===== src/core/slpc_defs.svh =====
`ifndef SLPC_DEFS_SVH
`define SLPC_DEFS_SVH

// ----------------------------------------
// register map (byte addresses)
// ----------------------------------------
`define SLPC_CTRL_ADDR      12'h000
`define SLPC_GATE_ADDR      12'h004
`define SLPC_STATUS_ADDR    12'h008

// ----------------------------------------
// control fields
// ----------------------------------------
`define SLPC_ARM_BIT        0
`define SLPC_MODE_LSB       1
`define SLPC_MODE_MSB       3
`define SLPC_CTRL_MASK      32'h0000000F
`define SLPC_CTRL_RESET     4'h0
`define SLPC_GATE_RESET     8'h00

// ----------------------------------------
// mode codes
// ----------------------------------------
`define SLPC_IDLE_CODE      3'h0
`define SLPC_POWER_DOWN_CODE_CODE     3'h2
`define SLPC_POWER_SAVE_CODE_CODE     3'h3
`define SLPC_STBY_CODE      3'h6
`define SLPC_XSTBY_CODE     3'h7

// ----------------------------------------
// timing
// ----------------------------------------
`define SLPC_HALT_CYCLES    3'h4
`define SLPC_OSC_START_NS   1000
`define SLPC_CLK_NS         10
`define SLPC_OSC_START_CYC  ((`SLPC_OSC_START_NS + `SLPC_CLK_NS - 1) / `SLPC_CLK_NS)

`endif


===== src/core/slpc_pkg.sv =====
package slpc_pkg;

  // controller states, gray along sleep -> wait osc -> halt -> run
  typedef enum logic [1:0] {
    SLPC_RUN   = 2'b00,
    SLPC_SLEEP = 2'b01,
    SLPC_OSC   = 2'b11,
    SLPC_HALT  = 2'b10
  } slpc_state_t;

  typedef logic [2:0] slpc_mode_t;

endpackage : slpc_pkg


===== src/core/slpc_counter.sv =====
`timescale 1ns/10ps

// ----------------------------------------
// down counter used for halt and startup
// ----------------------------------------
module slpc_counter #(
  parameter int WIDTH = 16
) (
  input  wire logic             ref_clk,  // system clock
  input  wire logic             reset,    // async reset, high
  input  wire logic             load,     // load start value
  input  wire logic [WIDTH-1:0] value,    // start value
  output logic                  done      // count at zero
);

  initial begin
    if (WIDTH < 2) begin
      $error("slpc_counter width too small");
    end
  end

  logic [WIDTH-1:0] count;
  logic [WIDTH-1:0] next_count;

  // count down to zero, reload wins
  always_comb begin
    next_count = count;
    if (load) begin
      next_count = value;
    end else if (count != '0) begin
      next_count = count - WIDTH'(1);
    end
  end

  always_ff @(posedge ref_clk or posedge reset) begin
    if (reset) begin
      count <= '0;
    end else begin
      count <= next_count;
    end
  end

  assign done = (count == '0);

endmodule // slpc_counter


===== src/core/slpc_sleep_ctrl.sv =====
`timescale 1ns/10ps
`include "slpc_defs.svh"

// How it works
// - sleep only via sleep instruction from active
// - sleeping halts execution until wake or reset
// - enabled interrupts or reset wake the device
// - wake runs handler then next instruction
// - pending higher priority serviced first
// - cpu held four cycles after wake
// - registers and memory keep content asleep
// - reset during sleep does full restart
// - stopped clock source adds startup wait
// - idle stops cpu and nvm only
// - power-down stops every clock
// - power-down wakes on twi match, pins
// - power-save keeps enabled rtc running
// - standby keeps system clock sources
// - extended standby keeps sources and rtc
// - software gates single peripheral clocks
// - mode codes 000,010,011,110,111
// - sleep needs the arm bit set
module slpc_sleep_ctrl #(
  parameter int NUM_PERIPH    = 8,
  parameter int OSC_START_CYC = `SLPC_OSC_START_CYC
) (
  input  wire logic                  ref_clk,         // 100 MHz clock
  input  wire logic                  reset,           // async reset, high
  input  wire logic                  psel,            // apb select
  input  wire logic                  penable,         // apb enable
  input  wire logic                  pwrite,          // apb direction
  input  wire logic [11:0]           paddr,           // apb byte address
  input  wire logic [31:0]           pwdata,          // apb write data
  output logic      [31:0]           prdata,          // apb read data
  output logic                       pready,          // apb ready
  output logic                       pslverr,         // apb error
  input  wire logic                  sleep_instr,     // cpu executes sleep
  input  wire logic                  irq_any,         // any enabled interrupt
  input  wire logic                  irq_async_port,  // async pin interrupt
  input  wire logic                  irq_two_wire,    // two_wire_serial_port match
  input  wire logic                  irq_rtc,         // rtc overflow/compare
  input  wire logic                  rtc_enabled,     // rtc is enabled
  output logic                       cpu_run,         // cpu may execute
  output logic                       nvm_clk_en,      // nvm clock enable
  output logic                       cpu_clk_en,      // cpu clock enable
  output logic                       per_clk_en,      // peripheral clock enable
  output logic                       rtc_clk_en,      // rtc clock enable
  output logic                       sys_osc_en,      // system clock source on
  output logic                       rtc_osc_en,      // rtc clock source on
  output logic [NUM_PERIPH-1:0]      periph_clk_en    // per peripheral enable
);
  import slpc_pkg::*;

  initial begin
    if (NUM_PERIPH < 1 || NUM_PERIPH > 32) begin
      $error("NUM_PERIPH must be 1 to 32");
    end
    if (OSC_START_CYC < 1 || OSC_START_CYC > 65535) begin
      $error("OSC_START_CYC out of range");
    end
  end

  // ----------------------------------------
  // helpers
  // ----------------------------------------
  function automatic logic mode_legal(input slpc_mode_t m);
    return m == `SLPC_IDLE_CODE || m == `SLPC_POWER_DOWN_CODE_CODE || m == `SLPC_POWER_SAVE_CODE_CODE ||
           m == `SLPC_STBY_CODE || m == `SLPC_XSTBY_CODE;
  endfunction

  // true when the mode keeps the system clock source running
  function automatic logic keeps_osc(input slpc_mode_t m);
    return m == `SLPC_IDLE_CODE || m == `SLPC_STBY_CODE || m == `SLPC_XSTBY_CODE;
  endfunction

  // true when the mode keeps the rtc domain running
  function automatic logic keeps_rtc(input slpc_mode_t m);
    return m == `SLPC_IDLE_CODE || m == `SLPC_POWER_SAVE_CODE_CODE || m == `SLPC_XSTBY_CODE;
  endfunction

  // ----------------------------------------
  // registers
  // ----------------------------------------
  logic                  sleep_arm_bit;
  slpc_mode_t            sleep_mode_select;
  logic [NUM_PERIPH-1:0] gate;
  logic                  next_arm;
  slpc_mode_t            next_mode;
  logic [NUM_PERIPH-1:0] next_gate;
  logic [31:0]           next_prdata;
  logic                  apb_setup;
  logic                  apb_access;
  logic                  addr_ok;

  assign apb_setup  = psel && !penable;
  assign apb_access = psel && penable;
  assign pready     = 1'b1;
  assign addr_ok    = paddr == `SLPC_CTRL_ADDR || paddr == `SLPC_GATE_ADDR ||
                      paddr == `SLPC_STATUS_ADDR;

  slpc_state_t state;
  slpc_state_t next_state;
  slpc_mode_t  active_mode;
  slpc_mode_t  next_active_mode;
  logic        wake;

  // writes land on the access edge; read data is loaded on the setup edge so that
  // it already stands in the access cycle, while pready is high (zero wait states)
  always_comb begin
    next_arm    = sleep_arm_bit;
    next_mode   = sleep_mode_select;
    next_gate   = gate;
    next_prdata = prdata;
    if (apb_access && pwrite) begin
      if (paddr == `SLPC_CTRL_ADDR) begin
        next_arm  = pwdata[`SLPC_ARM_BIT];
        next_mode = pwdata[`SLPC_MODE_MSB:`SLPC_MODE_LSB];
      end else if (paddr == `SLPC_GATE_ADDR) begin
        next_gate = pwdata[NUM_PERIPH-1:0];
      end
    end
    if (apb_setup && !pwrite) begin
      next_prdata = 32'h00000000;
      if (paddr == `SLPC_CTRL_ADDR) begin
        next_prdata[3:0] = {sleep_mode_select, sleep_arm_bit};
      end else if (paddr == `SLPC_GATE_ADDR) begin
        next_prdata[NUM_PERIPH-1:0] = gate;
      end else if (paddr == `SLPC_STATUS_ADDR) begin
        next_prdata[1:0] = state;
        next_prdata[4:2] = active_mode;
        next_prdata[5]   = cpu_run;
      end
    end
  end

  // slverr mirrors the access cycle; a register that lags one cycle would miss it
  assign pslverr = apb_access && !addr_ok;

  // register contents are only touched by reset and bus accesses (prdata by reads), never by sleep
  always_ff @(posedge ref_clk or posedge reset) begin
    if (reset) begin
      sleep_arm_bit     <= 1'b0;
      sleep_mode_select <= 3'(`SLPC_CTRL_RESET >> 1);
      gate              <= '0;
      prdata            <= 32'h00000000;
    end else begin
      sleep_arm_bit     <= next_arm;
      sleep_mode_select <= next_mode;
      gate              <= next_gate;
      prdata            <= next_prdata;
    end
  end

  // ----------------------------------------
  // wake qualification by mode
  // ----------------------------------------
  always_comb begin
    wake = irq_async_port || irq_two_wire;
    if (active_mode == `SLPC_IDLE_CODE) begin
      wake = irq_any;
    end else if (keeps_rtc(active_mode)) begin
      wake = wake || (irq_rtc && rtc_enabled);
    end
  end

  // ----------------------------------------
  // sleep sequencer
  // ----------------------------------------
  logic osc_load;
  logic osc_done;
  logic halt_load;
  logic halt_done;

  always_comb begin
    next_state       = state;
    next_active_mode = active_mode;
    osc_load         = 1'b0;
    halt_load        = 1'b0;
    unique case (state)
      SLPC_RUN: begin
        // unarmed or reserved mode: instruction passes as a nop
        if (sleep_instr && sleep_arm_bit && mode_legal(sleep_mode_select)) begin
          next_state       = SLPC_SLEEP;
          next_active_mode = sleep_mode_select;
        end
      end
      SLPC_SLEEP: begin
        if (wake) begin
          if (keeps_osc(active_mode)) begin
            next_state = SLPC_HALT;
            halt_load  = 1'b1;
          end else begin
            next_state = SLPC_OSC;
            osc_load   = 1'b1;
          end
        end
      end
      SLPC_OSC: begin
        if (osc_done) begin
          next_state = SLPC_HALT;
          halt_load  = 1'b1;
        end
      end
      SLPC_HALT: begin
        if (halt_done) begin
          next_state = SLPC_RUN;
        end
      end
    endcase
  end

  always_ff @(posedge ref_clk or posedge reset) begin
    if (reset) begin
      state       <= SLPC_RUN;
      active_mode <= `SLPC_IDLE_CODE;
    end else begin
      state       <= next_state;
      active_mode <= next_active_mode;
    end
  end

  slpc_counter #(.WIDTH(16)) u_osc_cnt (
    .ref_clk (ref_clk),
    .reset   (reset),
    .load    (osc_load),
    .value   (16'(OSC_START_CYC)),
    .done    (osc_done)
  );

  // loaded with three; the run state is reached four cycles after halt entry
  slpc_counter #(.WIDTH(3)) u_halt_cnt (
    .ref_clk (ref_clk),
    .reset   (reset),
    .load    (halt_load),
    .value   (`SLPC_HALT_CYCLES - 3'h1),
    .done    (halt_done)
  );

  // ----------------------------------------
  // clock domain enables
  // ----------------------------------------
  logic asleep;
  assign asleep = state != SLPC_RUN;

  // interrupt order and return address are the cpu's: it simply resumes
  assign cpu_run    = !asleep;
  assign cpu_clk_en = !asleep;
  assign nvm_clk_en = !asleep;
  assign per_clk_en = !asleep || active_mode == `SLPC_IDLE_CODE;
  assign rtc_clk_en = !asleep || keeps_rtc(active_mode);
  assign rtc_osc_en = !asleep || keeps_rtc(active_mode);
  assign sys_osc_en = !asleep || keeps_osc(active_mode) || state == SLPC_OSC;
  assign periph_clk_en = per_clk_en ? ~gate : '0;

  // ----------------------------------------
  // checks
  // ----------------------------------------
  unarmed_nop_a : assert property (@(posedge ref_clk) disable iff (reset)
    (state == SLPC_RUN && sleep_instr && !sleep_arm_bit) |=> cpu_run)
    else $error("unarmed sleep stopped the cpu");

  enter_sleep_a : assert property (@(posedge ref_clk) disable iff (reset)
    (state == SLPC_RUN && sleep_instr && sleep_arm_bit && mode_legal(sleep_mode_select))
    |=> !cpu_run && !cpu_clk_en)
    else $error("armed sleep did not halt the cpu");

  halt_four_a : assert property (@(posedge ref_clk) disable iff (reset)
    $rose(state == SLPC_HALT) |-> !cpu_run [*4] ##1 cpu_run)
    else $error("post wake halt not four cycles");

  power_down_code_clocks_a : assert property (@(posedge ref_clk) disable iff (reset)
    (state == SLPC_SLEEP && active_mode == `SLPC_POWER_DOWN_CODE_CODE)
    |-> !per_clk_en && !rtc_clk_en && !sys_osc_en && !rtc_osc_en)
    else $error("clock running in power-down");

  power_down_code_wake_a : assert property (@(posedge ref_clk) disable iff (reset)
    (state == SLPC_SLEEP && active_mode == `SLPC_POWER_DOWN_CODE_CODE && !irq_async_port
     && !irq_two_wire) |=> state == SLPC_SLEEP)
    else $error("power-down woke on wrong source");

  power_save_code_rtc_a : assert property (@(posedge ref_clk) disable iff (reset)
    (state == SLPC_SLEEP && active_mode == `SLPC_POWER_SAVE_CODE_CODE) |-> rtc_clk_en && !sys_osc_en)
    else $error("power-save rtc domain wrong");

  stby_osc_a : assert property (@(posedge ref_clk) disable iff (reset)
    (state == SLPC_SLEEP && active_mode == `SLPC_STBY_CODE)
    |-> sys_osc_en && !rtc_clk_en && !per_clk_en)
    else $error("standby clocks wrong");

  xstby_a : assert property (@(posedge ref_clk) disable iff (reset)
    (state == SLPC_SLEEP && active_mode == `SLPC_XSTBY_CODE)
    |-> sys_osc_en && rtc_clk_en && !per_clk_en)
    else $error("extended standby clocks wrong");

  osc_wait_a : assert property (@(posedge ref_clk) disable iff (reset)
    (state == SLPC_SLEEP && wake && !keeps_osc(active_mode)) |=> state == SLPC_OSC)
    else $error("startup wait skipped");

  idle_wake_a : assert property (@(posedge ref_clk) disable iff (reset)
    (state == SLPC_SLEEP && active_mode == `SLPC_IDLE_CODE && irq_any)
    |=> state == SLPC_HALT)
    else $error("idle did not wake");

  gate_a : assert property (@(posedge ref_clk) disable iff (reset)
    !asleep |-> periph_clk_en == ~gate)
    else $error("peripheral gate mismatch");

endmodule // slpc_sleep_ctrl


===== config.mk =====
export PLATFORM = sky130hd
export DESIGN_NAME = slpc_sleep_ctrl
export DESIGN_NICKNAME = d
export VERILOG_FILES = /design/src/core/slpc_pkg.sv /design/src/core/slpc_counter.sv /design/src/core/slpc_sleep_ctrl.sv
export VERILOG_INCLUDE_DIRS = /design/src /design/src/core
export SDC_FILE = /design/constraint.sdc
export NUM_CORES = 1
export LEC_CHECK = 0
export BUFFER_PORTS_ARGS = -buffer_cell sky130_fd_sc_hd__buf_2
export CAP_MARGIN = 20
export CELL_PAD_IN_SITES_DETAIL_PLACEMENT = 0
export CELL_PAD_IN_SITES_GLOBAL_PLACEMENT = 1
export CORE_ASPECT_RATIO = 1.2
export CORE_MARGIN = 2
export CORE_UTILIZATION = 39
export CTS_CLUSTER_SIZE = 40
export DETAILED_ROUTE_END_ITERATION = 6
export PLACE_DENSITY_LB_ADDON = 0.1
export SKIP_CTS_REPAIR_TIMING = 1
export SYNTH_ARGS = -nofsm -noshare
export SYNTH_HDL_FRONTEND = slang
export SYNTH_SLANG_ARGS = --single-unit

===== constraint.sdc =====
create_clock -name ref_clk -period 5.1 [get_ports ref_clk]
set_input_delay 0 -clock ref_clk [delete_from_list [all_inputs] [get_ports ref_clk]]
set_output_delay 0 -clock ref_clk [all_outputs]
set_load 0.1 [all_outputs]

==> qor.txt <==
hpwl dp: 4480 µm
Primary FF master, synth: dfrtp_1
Initial Utilization: 39.9%
total CTS buffers: 5
Critical Path Start: u_osc_cnt.count[0]$_DFFE_PP0P_
crit path cell chain: inv_1 > ha_1 > nor3b_1 > nand2_1 > or4b_1 > a21oi_1
Area growth syn-to-layout: 16.5%
Final period util: 43.4%
First DRT Iteration DRCs: 72
FF-to-FF path depth: 6
PwrDens: 392 nW/µm²
Num Clock Sinks: 44
fill count: 697
largest net degree at the start of global routing: 45
Multi-input gate area: 1420 µm²
CP max FO: 8
CTS tree: yes
vias in the first global route: 2053
Final Core Density: 46.5%
PortBufs: 54
#FFs+latches synth: 44
Worst R2R End: u_osc_cnt.count[8]$_DFFE_PP0P_
LEAKAGE: 1.47 nW
Slew HR: 49.0%
Post-DRT Antenna Nets: 0
Post-synth top cells: 44 x dfrtp_1, 29 x nor2_1, 28 x buf_4
FF+latch area: 1100 µm²
Synth top area share: 40.5%
Design Area, Final: 3170 µm²
number of diodes: 0
reg2reg setup slack: 2890 ps
Async S/R FF share, synth: 100%
crit path capture: u_osc_cnt.count[8]$_DFFE_PP0P_
Synth Area per Inst: 9.71 µm²
Synth Cell Area: 2720 µm²
DIE WIDTH: 80.2 µm
initial antenna violation count: 0
Mapped Cells: 280
max-slew violation count: 0
Area contributors post-synth: dfrtp_1 41%, buf_4 7.7%, mux2_4 6.6%
cell accounting for the most synthesized area: dfrtp_1
placer congestion estimate: 0.712
Die Area: 7650 µm²
RSZ-0062 raised after global routing: no
CTS max path bufs: 2
status: completed
synth warn: 0
endpoint class of the critical path: flop
min cycle time layout: 2210 ps
overall routing resource usage: 16.4%
crit-path max cell delay: 520 ps
TritonRoute pass-1 iters: 4
depth of the CTS H-tree: 2
reg2reg start: u_osc_cnt.count[0]$_DFFE_PP0P_
CTS root buf: clkbuf_8
top achievable clock speed: 452 MHz
Worst-path clk slew: 80 ps
Worst Hold Class: in2reg
Skew-Pair Late Insertion Delay: 290 ps
drt wl/cell: 13.9 µm
max-cap viol count: 0
Worst Skew: 6.80 ps
fraction of layout cells with a size suffix above 1: 26.0%
number of synthesized flops with an enable pin: 0
critical path's slowest cell: or4b_1
WP data arrival: 2440 ps
setup tns final: 0 ps
# IOs: 104
Fin. Hold Viols: 0
Worst EP required: 5320 ps
dpl cell area: 2940 µm²
core area: 6810 µm²
NumNets Final: 396
Cell variety after synth: 52
vias per cell: 4.98
grt ovf: 0
crit path launch type: flop
critical path type: reg2reg
die span in y: 95.4 µm
routed wire length: 5900 µm
top-count cell post-synth: dfrtp_1
post-synthesis sequential area ratio: 40.5%
Final setup viols: 0
Worst-Margin Slew: 760 ps
DRC: 0
vias post-DR: 2118
first-pass GRT wire length: 9630 µm
# rows: 33
Max VDD drop: 0.151 mV
through the flow:
stage | worst slack [ps] | instances | power [W] | hold WS (ps)
2_1_floorplan | 1340 | 303 | 0.000892 | 148
6_report | 2890 | 425 | 0.00124 | 55.7
4_1_cts | 2890 | 415 | 0.00125 | -145
3_3_place_gp | 2870 | 407 | 0.000946 | 183
5_1_grt | 2680 | 425 | 0.00134 | 70.2
3_5_place_dp | 2890 | 407 | 0.000956 | 184
placed cells by master (no fill, tap or decap), drive strengths merged, types with 6 or more instances in the layout:
| cell type | count |
|---|---|
| buf | 56 |
| dfrtp | 44 |
| nor2 | 29 |
| nand2 | 26 |
| conb | 25 |
| a21oi | 16 |
| mux2 | 16 |
| o31ai | 9 |
| dlygate4sd3 | 9 |
| o21ai | 9 |
| nand3 | 8 |
| mux2i | 7 |
| inv | 7 |
| clkbuf | 7 |
| nor4 | 7 |
| nor3 | 6 |
final cells by class:
class                           count  area share [%]
Tap cell                           87            3.44
Inverter                            8           0.948
Sequential cell                    44            34.8
Multi-Input combinational cell    213            44.9
Clock inverter                      1           0.948
Timing Repair Buffer               65            12.0
Clock buffer                        7            3.04
where the power goes:
| group | total [W] | switching [W] | internal, W |
|---|---|---|---|
| Sequential | 0.000527 | 0.000102 | 0.000425 |
| Clock | 0.000289 | 0.000116 | 0.000173 |
| Combinational | 0.000427 | 0.000285 | 0.000142 |
| Total | 0.00124 | 0.000502 | 0.000740 |
cell families after synthesis:
logic type | count (synthesis) | synth area share, %
muxes | 23 | 10.9
adders and majority gates | 4 | 1.84
AOI/OAI and AO/OA | 49 | 11.6
xor gates and xnor gates | 2 | 0.645
other | 2 | 0.276
DFF | 44 | 40.5
buffers and inverters | 46 | 10.4
and+or+nand+nor | 110 | 23.8
state kept, by name (all words and copies together) (netlist names):
register and flops:
u_osc_cnt.count 16, gate 8, prdata 8, active_mode 3, sleep_mode_select 3, u_halt_cnt.count 3
state 2, sleep_arm_bit 1
worst max-delay path, delay by kind of cell, from the launching register on:
family          cells  cell delay, ps
flops               1             430
simple gates        3            1270
fa+ha+maj           1             180
buf+inv             1             120
compound gates      1             150
worst min path at each step:
stage                         start                             end  slack (ps)  cells after the start
after floorplan           pwdata[0]             gate[0]$_DFFE_PP0P_         150                      1
after global placement        reset  u_osc_cnt.count[8]$_DFFE_PP0P_         180                      3
after detailed placement      reset  u_osc_cnt.count[8]$_DFFE_PP0P_         180                      3
after CTS                     reset  u_osc_cnt.count[8]$_DFFE_PP0P_        -150                      3
after global routing       paddr[6]           prdata[7]$_DFFE_PP0P_          70                      4
final                      paddr[6]           prdata[7]$_DFFE_PP0P_          60                      4
layer usage:
metal | up-vias | wire, µm | global-route usage [%]
met5 | - | 0 | 0
met4 | 0 | 56 | 3.81
met3 | 6 | 240 | 4.07
met2 | 42 | 3160 | 30.4
met1 | 1006 | 2440 | 18.7
li1 | 1064 | - | -
(Power assumes the default switching activity.)
